--- config.mk ---
export PLATFORM = sky130hd
export DESIGN_NAME = tcaod_top
export DESIGN_NICKNAME = d
export VERILOG_FILES = /design/src/tcaod_top.v
export VERILOG_INCLUDE_DIRS = /design/src
export SDC_FILE = /design/constraint.sdc
export NUM_CORES = 1
export LEC_CHECK = 0
export BUFFER_PORTS_ARGS = -buffer_cell sky130_fd_sc_hd__buf_2
export CAP_MARGIN = 20
export CELL_PAD_IN_SITES_DETAIL_PLACEMENT = 0
export CELL_PAD_IN_SITES_GLOBAL_PLACEMENT = 2
export CORE_UTILIZATION = 31
export DETAILED_ROUTE_END_ITERATION = 8
export PLACE_DENSITY_LB_ADDON = 0.15
export SYNTH_ARGS = -nofsm -noshare
export SYNTH_HDL_FRONTEND = slang
export SYNTH_SLANG_ARGS = --single-unit
--- constraint.sdc ---
create_clock -name sys_clk -period 3.83 [get_ports sys_clk]
set_input_delay 0 -clock sys_clk [delete_from_list [all_inputs] [get_ports sys_clk]]
set_output_delay 0 -clock sys_clk [all_outputs]
set_load 0.005 [all_outputs]
--- src/tcaod_map.vh ---
`ifndef TCAOD_MAP_VH
`define TCAOD_MAP_VH
// Register byte offsets
`define TCAOD_CTRL_OFS 8'h00
`define TCAOD_STAT_OFS 8'h04
`define TCAOD_ILIM_OFS 8'h08
`define TCAOD_ISNS_OFS 8'h0C
// Control fields
`define TCAOD_CTRL_ROLE 0
`define TCAOD_CTRL_ADV_LO 1
`define TCAOD_CTRL_APP 3
`define TCAOD_CTRL_PDDIS 4
`define TCAOD_CTRL_SWEN 5
`define TCAOD_CTRL_RST 32'h00000000
`define TCAOD_ILIM_RST 12'hFFF
// Line class codes
`define TCAOD_LN_OPEN 2'h0
`define TCAOD_LN_RD 2'h1
`define TCAOD_LN_RA 2'h2
// Advertisement codes
`define TCAOD_ADV_DEF 2'h0
`define TCAOD_ADV_1P5 2'h1
`define TCAOD_ADV_3P0 2'h2
`endif

--- src/tcaod_top.v ---
// What this block does
// - Source, both lines open: watch both, VBUS and VCONN stay off.
// - Source, Rd on A, B open: attached on A, VBUS on, watch A.
// - Source, Rd on B, A open: attached on B, VBUS on, watch B.
// - Source, Ra and open: powered cable, no power, watch both lines.
// - Source, Ra and Rd: VBUS on, VCONN to Ra line, watch Rd only.
// - Source drives pull-up current per line, classifies each line alone.
// - Source advertisement default, 1.5 A or 3 A picks current and thresholds.
// - Line below active cable threshold is classed as Ra needing VCONN.
// - Connected line rising above sink detect threshold means detach.
// - Sink presents trimmed pull-down on both lines, waits for pull-up.
// - Sink attach is decided from VBUS presence.
// - Sink derives partner capability from seen pull-up level.
// - Untrimmed pull-down until application runs, then trimmed.
// - Sink pull-down can be disabled while acting as source.
// - Five volt path only sources; reverse current limited while on.
// - Five volt path current readable through the converter.
// - Path limit activates when current exceeds configured limit while on.
`default_nettype none
`include "tcaod_map.vh"
module tcaod_top #(
	parameter ADC_W = 12
) (
	// Clock and reset
	input wire sys_clk,
	input wire rst,
	// AXI4-Lite slave
	input wire [7:0] s_axi_awaddr,
	input wire s_axi_awvalid,
	output reg s_axi_awready,
	input wire [31:0] s_axi_wdata,
	input wire [3:0] s_axi_wstrb,
	input wire s_axi_wvalid,
	output reg s_axi_wready,
	output reg [1:0] s_axi_bresp,
	output reg s_axi_bvalid,
	input wire s_axi_bready,
	input wire [7:0] s_axi_araddr,
	input wire s_axi_arvalid,
	output reg s_axi_arready,
	output reg [31:0] s_axi_rdata,
	output reg [1:0] s_axi_rresp,
	output reg s_axi_rvalid,
	input wire s_axi_rready,
	// Analog comparator results per line
	input wire line_a_below_sink_detect,
	input wire line_a_below_active_cable,
	input wire line_b_below_sink_detect,
	input wire line_b_below_active_cable,
	input wire [1:0] line_a_pullup_level,
	input wire [1:0] line_b_pullup_level,
	input wire vbus_present,
	// Five volt path sense
	input wire [ADC_W-1:0] five_volt_path_current,
	input wire five_volt_reverse_detect,
	// Analog controls
	output reg [1:0] source_pullup_current,
	output reg [1:0] sink_detect_threshold,
	output reg [1:0] active_cable_threshold,
	output reg source_pullup_en,
	output reg trimmed_sink_pulldown,
	output reg untrimmed_deadbatt_pulldown,
	output reg vbus_5v_en,
	output reg vconn_a_en,
	output reg vconn_b_en,
	output reg five_volt_path_limit,
	output reg five_volt_reverse_block,
	// Attach status
	output reg attached,
	output reg orientation_b,
	output reg cable_present
);
	// ****************************************
	// Attach states
	// ****************************************
	localparam ST_OPEN = 3'd0;
	localparam ST_UFP_A = 3'd1;
	localparam ST_UFP_B = 3'd2;
	localparam ST_CBL_A = 3'd3;
	localparam ST_CBL_B = 3'd4;
	localparam ST_FULL_A = 3'd5;
	localparam ST_FULL_B = 3'd6;
	localparam ST_SINK = 3'd7;

	function [1:0] classify;
		input below_rd;
		input below_ra;
		begin
			if (below_ra)
				classify = `TCAOD_LN_RA;
			else if (below_rd)
				classify = `TCAOD_LN_RD;
			else
				classify = `TCAOD_LN_OPEN;
		end
	endfunction

	// ****************************************
	// Registers
	// ****************************************
	reg [31:0] ctrl_reg;
	reg [ADC_W-1:0] ilim_reg;
	reg [2:0] state_reg;
	reg [2:0] state_next;
	reg [1:0] cls_a;
	reg [1:0] cls_b;
	reg [1:0] partner_adv_reg;
	reg [7:0] aw_addr_reg;
	reg aw_held_reg;
	reg w_held_reg;
	reg [31:0] w_data_reg;
	reg [3:0] w_strb_reg;
	wire role_src;
	wire [1:0] adv;
	wire do_write;
	integer i;

	assign role_src = ctrl_reg[`TCAOD_CTRL_ROLE];
	assign adv = ctrl_reg[`TCAOD_CTRL_ADV_LO+1:`TCAOD_CTRL_ADV_LO];
	assign do_write = aw_held_reg & w_held_reg & ~s_axi_bvalid;

	// ****************************************
	// Line classification and next state
	// ****************************************
	always @*
	begin
		cls_a = classify(line_a_below_sink_detect,
			line_a_below_active_cable);
		cls_b = classify(line_b_below_sink_detect,
			line_b_below_active_cable);
		state_next = state_reg;
		if (!role_src)
			state_next = ST_SINK;
		else
			case (state_reg)
				ST_OPEN, ST_SINK, ST_CBL_A, ST_CBL_B:
				begin
					// Re-evaluated every cycle; detach returns to open
					if (cls_a == `TCAOD_LN_RD && cls_b == `TCAOD_LN_OPEN)
						state_next = ST_UFP_A;
					else if (cls_b == `TCAOD_LN_RD &&
						cls_a == `TCAOD_LN_OPEN)
						state_next = ST_UFP_B;
					else if (cls_a == `TCAOD_LN_RA &&
						cls_b == `TCAOD_LN_RD)
						state_next = ST_FULL_B;
					else if (cls_b == `TCAOD_LN_RA &&
						cls_a == `TCAOD_LN_RD)
						state_next = ST_FULL_A;
					else if (cls_a == `TCAOD_LN_RA)
						state_next = ST_CBL_A;
					else if (cls_b == `TCAOD_LN_RA)
						state_next = ST_CBL_B;
					else
						state_next = ST_OPEN;
				end
				ST_UFP_A, ST_FULL_A:
					if (!line_a_below_sink_detect)
						state_next = ST_OPEN;
				ST_UFP_B, ST_FULL_B:
					if (!line_b_below_sink_detect)
						state_next = ST_OPEN;
				default:
					state_next = ST_OPEN;
			endcase
	end

	// ****************************************
	// Attach state and analog controls
	// ****************************************
	always @(posedge sys_clk or posedge rst)
	begin
		if (rst)
		begin
			state_reg <= ST_SINK;
			source_pullup_current <= `TCAOD_ADV_DEF;
			sink_detect_threshold <= `TCAOD_ADV_DEF;
			active_cable_threshold <= `TCAOD_ADV_DEF;
			source_pullup_en <= 1'b0;
			trimmed_sink_pulldown <= 1'b0;
			untrimmed_deadbatt_pulldown <= 1'b1;
			vbus_5v_en <= 1'b0;
			vconn_a_en <= 1'b0;
			vconn_b_en <= 1'b0;
			five_volt_path_limit <= 1'b0;
			five_volt_reverse_block <= 1'b0;
			attached <= 1'b0;
			orientation_b <= 1'b0;
			cable_present <= 1'b0;
			partner_adv_reg <= `TCAOD_ADV_DEF;
		end
		else
		begin
			state_reg <= state_next;
			source_pullup_current <= adv;
			sink_detect_threshold <= adv;
			active_cable_threshold <= adv;
			source_pullup_en <= role_src;
			// Dead-battery pull-down until application code takes over
			untrimmed_deadbatt_pulldown <= ~ctrl_reg[`TCAOD_CTRL_APP] &
				~(role_src & ctrl_reg[`TCAOD_CTRL_PDDIS]);
			trimmed_sink_pulldown <= ctrl_reg[`TCAOD_CTRL_APP] &
				~(role_src & ctrl_reg[`TCAOD_CTRL_PDDIS]);
			vbus_5v_en <= ctrl_reg[`TCAOD_CTRL_SWEN] & role_src &
				(state_next == ST_UFP_A || state_next == ST_UFP_B ||
				state_next == ST_FULL_A ||
				state_next == ST_FULL_B);
			vconn_a_en <= ctrl_reg[`TCAOD_CTRL_SWEN] &
				(state_next == ST_FULL_B);
			vconn_b_en <= ctrl_reg[`TCAOD_CTRL_SWEN] &
				(state_next == ST_FULL_A);
			five_volt_path_limit <= vbus_5v_en &
				(five_volt_path_current > ilim_reg);
			five_volt_reverse_block <= vbus_5v_en &
				five_volt_reverse_detect;
			cable_present <= (state_next == ST_CBL_A ||
				state_next == ST_CBL_B || state_next == ST_FULL_A ||
				state_next == ST_FULL_B);
			if (state_next == ST_SINK)
			begin
				attached <= vbus_present;
				if (line_b_pullup_level > line_a_pullup_level)
				begin
					partner_adv_reg <= line_b_pullup_level;
					orientation_b <= 1'b1;
				end
				else
				begin
					partner_adv_reg <= line_a_pullup_level;
					orientation_b <= 1'b0;
				end
			end
			else
			begin
				attached <= (state_next == ST_UFP_A ||
					state_next == ST_UFP_B || state_next == ST_FULL_A ||
					state_next == ST_FULL_B);
				orientation_b <= (state_next == ST_UFP_B ||
					state_next == ST_FULL_B);
			end
		end
	end

	// ****************************************
	// AXI4-Lite write
	// ****************************************
	always @(posedge sys_clk or posedge rst)
	begin
		if (rst)
		begin
			s_axi_awready <= 1'b0;
			s_axi_wready <= 1'b0;
			s_axi_bvalid <= 1'b0;
			s_axi_bresp <= 2'h0;
			aw_held_reg <= 1'b0;
			w_held_reg <= 1'b0;
			aw_addr_reg <= 8'h00;
			w_data_reg <= 32'h00000000;
			w_strb_reg <= 4'h0;
			ctrl_reg <= `TCAOD_CTRL_RST;
			ilim_reg <= `TCAOD_ILIM_RST;
		end
		else
		begin
			s_axi_awready <= ~aw_held_reg & ~s_axi_awready;
			s_axi_wready <= ~w_held_reg & ~s_axi_wready;
			if (s_axi_awvalid & s_axi_awready)
			begin
				aw_held_reg <= 1'b1;
				aw_addr_reg <= s_axi_awaddr;
				s_axi_awready <= 1'b0;
			end
			if (s_axi_wvalid & s_axi_wready)
			begin
				w_held_reg <= 1'b1;
				w_data_reg <= s_axi_wdata;
				w_strb_reg <= s_axi_wstrb;
				s_axi_wready <= 1'b0;
			end
			if (do_write)
			begin
				s_axi_bvalid <= 1'b1;
				s_axi_bresp <= 2'h0;
				case ({aw_addr_reg[7:2], 2'b00})
					`TCAOD_CTRL_OFS:
						for (i = 0; i < 4; i = i + 1)
							if (w_strb_reg[i])
								ctrl_reg[i*8 +: 8] <= w_data_reg[i*8 +: 8];
					`TCAOD_ILIM_OFS:
					begin
						if (w_strb_reg[0])
							ilim_reg[7:0] <= w_data_reg[7:0];
						if (w_strb_reg[1])
							ilim_reg[ADC_W-1:8] <= w_data_reg[ADC_W-1:8];
					end
					`TCAOD_STAT_OFS, `TCAOD_ISNS_OFS:
						s_axi_bresp <= 2'h0;
					default:
						s_axi_bresp <= 2'h2;
				endcase
			end
			if (s_axi_bvalid & s_axi_bready)
			begin
				s_axi_bvalid <= 1'b0;
				aw_held_reg <= 1'b0;
				w_held_reg <= 1'b0;
			end
		end
	end

	// ****************************************
	// AXI4-Lite read
	// ****************************************
	always @(posedge sys_clk or posedge rst)
	begin
		if (rst)
		begin
			s_axi_arready <= 1'b0;
			s_axi_rvalid <= 1'b0;
			s_axi_rdata <= 32'h00000000;
			s_axi_rresp <= 2'h0;
		end
		else
		begin
			s_axi_arready <= ~s_axi_rvalid & ~s_axi_arready;
			if (s_axi_arvalid & s_axi_arready)
			begin
				s_axi_arready <= 1'b0;
				s_axi_rvalid <= 1'b1;
				s_axi_rresp <= 2'h0;
				s_axi_rdata <= 32'h00000000;
				case ({s_axi_araddr[7:2], 2'b00})
					`TCAOD_CTRL_OFS:
						s_axi_rdata <= ctrl_reg;
					`TCAOD_STAT_OFS:
						s_axi_rdata <= {20'h00000, partner_adv_reg,
							five_volt_path_limit, vconn_b_en, vconn_a_en,
							vbus_5v_en, cable_present, orientation_b,
							attached, state_reg};
					`TCAOD_ILIM_OFS:
						s_axi_rdata <= {{(32-ADC_W){1'b0}}, ilim_reg};
					`TCAOD_ISNS_OFS:
						s_axi_rdata <= {{(32-ADC_W){1'b0}},
							five_volt_path_current};
					default:
						s_axi_rresp <= 2'h2;
				endcase
			end
			if (s_axi_rvalid & s_axi_rready)
				s_axi_rvalid <= 1'b0;
		end
	end
endmodule // tcaod_top
`default_nettype wire

==> impl_results.md <==
- CTS tree: built
- H-tree Lvls: 4
- Worst Reg-to-Reg Cells: 8
- Final cell count without fillers: 942
- Sequential element share of the synthesized area: 59.3%
- Unrepaired setup endpoints after global routing: false
- Yosys cell types: 39
- Initial core utilization: 31.6%
- Synth Cell Area: a little over 0.006 mm^2
- Input/output buffers: 132
- Multiplexer share of the synthesized area: 18.9%
- ANT cells: 0
- Worst-path clk slew: ~60 ps
- Drt total wl: roughly 14 mm
- Ys async rst share: between 90% and 100%
- CP Max Fanout: 5
- CORE AREA: between 0.015 and 0.02 mm^2
- Layout cells sized above 1: 41.2%
- Yosys top cell area share: 52.5%
- # IOs: ~140
- Worst-Skew Late Latency: 410 ps
- Initial antenna violation count: 0
- Area of the die: just over 0.02 mm^2
- Tmin final: roughly 2900 ps
- Fillers: 1,860
- Main synth FF type: dfrtp_1
- Largest family of logic cells by synthesized area: multiplexers
- Antenna-violating nets left: 0
- Crit path DAT: ~3200 ps
- Root buffer cell: clkbuf_16
- Min-delay worst type: in -> reg
- Mapped Cells: 461
- DRC Markers: 0
- CP endpoint kind: flip-flop
- Vias in the first global route: 4,442
- TritonCTS buffer count: 17
- Via Count: 4,326
- Met1 Resource Use GR: 19.5%
- Max cap viols: 0
- Post-synthesis simple-gate area fraction: 5.96%
- Post-synthesis compound-gate area fraction: 8.14%
- Slew HR: 30.2%
- WS Path Type: reg -> reg
- Area Overhead vs Synth: 36.3%
- Post-Synth XOR/XNOR Area: 0%
- First-pass GRT wire length: 23.1 mm
- CTS sink cnt: 145
- Syn avg cell area: ~13 um^2
- Hold Vio Cnt, Final: 0
- Die height: 143 um
- Clock skew: between 9 and 10 ps
- Grt total ovfl: 0
- Post-route clock period utilization: 74.5%
- Actual slew at the worst max-slew pin: approximately 1000 ps
- Outcome: completed
- Die width: 143 um
- Global-route usage over all layers: about 15%
- Critical Path RT: ~4000 ps
- Max Clk Rate: between 0.3 and 0.4 GHz
- Syn. warnings: 0
- Area leader, netlist: dfrtp_1
- Number of flops mapped to enable cells by yosys: 0
- NumNets Final: approximately 770
- Register area: 0.00365 mm^2
- DR vias/cell: 4.59
- Seq cells post-synth: around 150
- Met3 GRT Util: around 4%
- Gpl congestion: 0.787
- Setup Viol. Count Final: 0
- HPWL Detailed: 9.94 mm
- Post-synthesis adder-cell area fraction: 4.48%
- Synth top area cells: dfrtp_1 52%, mux2_2 16%, dfstp_2 6.8%, ha_1 4.5%, a22o_1 2.8%
- CP startpoint kind: flip-flop
- Bufs on Longest Clock Path: 2
- Cell Pwr Density: 609 mW/mm^2
- First-pass iteration count of the detailed router: 4
- Final Slew Violations: 0
- WL/cell: ~15 um
- Multi-input gate area: 0.00232 mm^2
- Dpl cells: roughly 840
- GR peak layer: met2
- Grt met2 use: between 20% and 30%
- Hold path depth: 3
- Total leakage power: 4.06 nW
- Detailed router's first-iteration violation count: 147
- Largest net degree at the start of global routing: roughly 150
- # rows: 51
- Max IR drop VDD: 0.291 mV
- Sum Neg Setup Slack: 0 ps
## kinds of logic (layout without fill, tap and decap cells)
group                    Yosys count  in the layout
buffers and inverters             45            260
AO/OA/AOI/OAI                     71             71
AND/OR/NAND/NOR                   72             72
multiplexers                     105            105
adder cells (fa/ha/maj)           22             22
other                              1              2
flip-flops                       145            145
## path summary, 6_finish.rpt
path / start / end / slack (ps)
max in group asynchronous: rst / w_data_reg[10]$_DFFE_PP0P_ / 2910
min reg2reg: ctrl_reg[1]$_DFFE_PP0P_ / active_cable_threshold[0]$_DFF_PP0_ / 410
min: line_a_below_active_cable / state_reg[1]$_DFF_PP1_ / 50
min in group asynchronous: rst / s_axi_wready$_DFF_PP0_ / 350
max reg2reg: state_reg[0]$_DFF_PP1_ / partner_adv_reg[0]$_DFFE_PP0P_ / 980
max: state_reg[0]$_DFF_PP1_ / partner_adv_reg[0]$_DFFE_PP0P_ / 980
## per-stage QoR
step           utilization (%)  setup slack (ps)  power (mW)  hold slack [ps]  area [um^2]
5_1_grt                   43.1               806        5.44             96.8         8380
2_1_floorplan                -              1660        3.05             89.8         6160
3_3_place_gp              36.4              1430        3.36              181         7090
3_5_place_dp              36.4              1400        3.42              184         7090
4_1_cts                   43.1               959        5.20             31.6         8380
6_report                  43.1               975        5.10             45.5         8380
## routing by layer
layer  vias up  routed length, um
li1       2067                  -
met1      2139               6750
met2       105               6880
met3        15                614
met4         0                168
met5         -                  0
## cells in the mapped netlist, drive strengths merged, types with 5 or more instances
cell	instances
a21oi	12
mux2i	16
a22o	20
dfrtp	129
nand3	6
nor2	18
o21ai	16
nand2	23
buf	7
and3	5
inv	24
a221oi	12
ha	22
clkbuf	14
mux2	89
dfstp	16
## layout by cell type, fill, tap and decap left out, types with 2 or more instances in the layout
master         synthesis  layout
nand3_1                6       6
a221oi_1              12      12
o31ai_1                2       2
mux2i_1               16      16
nand2_2                4       5
a21oi_1               12      12
nand2_1               19      18
inv_6                  0       5
nand4_1                3       3
o211ai_1               2       2
clkinvlp_4             0       2
o21ai_0               15      15
a21boi_0               2       2
mux2_2                87      87
and3_1                 5       5
nand2b_1               3       3
ha_1                  22      22
inv_8                  0       2
bufinv_16              0       2
a31oi_1                2       2
dfrtp_1              129     129
nor3_1                 4       3
dfstp_2               16      16
conb_1                 1       2
inv_1                 24      23
buf_2                  1     132
nor2b_1                2       2
a22o_1                20      20
clkinv_4               0       4
nor2_1                18      18
mux2_1                 2       2
dlygate4sd3_1          0      69
clkbuf_16              0      17
buf_4                  6       2
nand3b_1               2       2
## critical path, cell delays in order, from the launching register on
cell,delay [ps]
dfstp_2,560
inv_1,50
ha_1,330
o211ai_1,150
dlygate4sd3_1,600
nand3_1,140
ha_1,240
o21ai_1,280
mux2_2,390
## power breakdown
group	switching, mW	total (mW)	leakage, nW	internal [mW]
Clock	0.689	1.67	0.293	0.981
Sequential	0.315	2.36	1.84	2.04
Combinational	0.455	1.08	1.93	0.622
Total	1.46	5.10	4.06	3.65
## what timing repair did
item / 4_1_cts / 5_1_grt
setup buffers: 0 / 0
hold endpoints to repair: 193 / 0
setup endpoints to repair: 0 / 0
hold buffers: 69 / 0
gates resized for setup: 0 / 0
## final cells by class
class	count	share of cell area, %
multi-input combinational	272	27.7
sequential	145	43.5
timing repair buffer	204	16.5
clock buffer	17	5.08
tap	265	3.96
clock inverter	15	2.08
inverter	24	1.12
(Power assumes the default switching activity.)
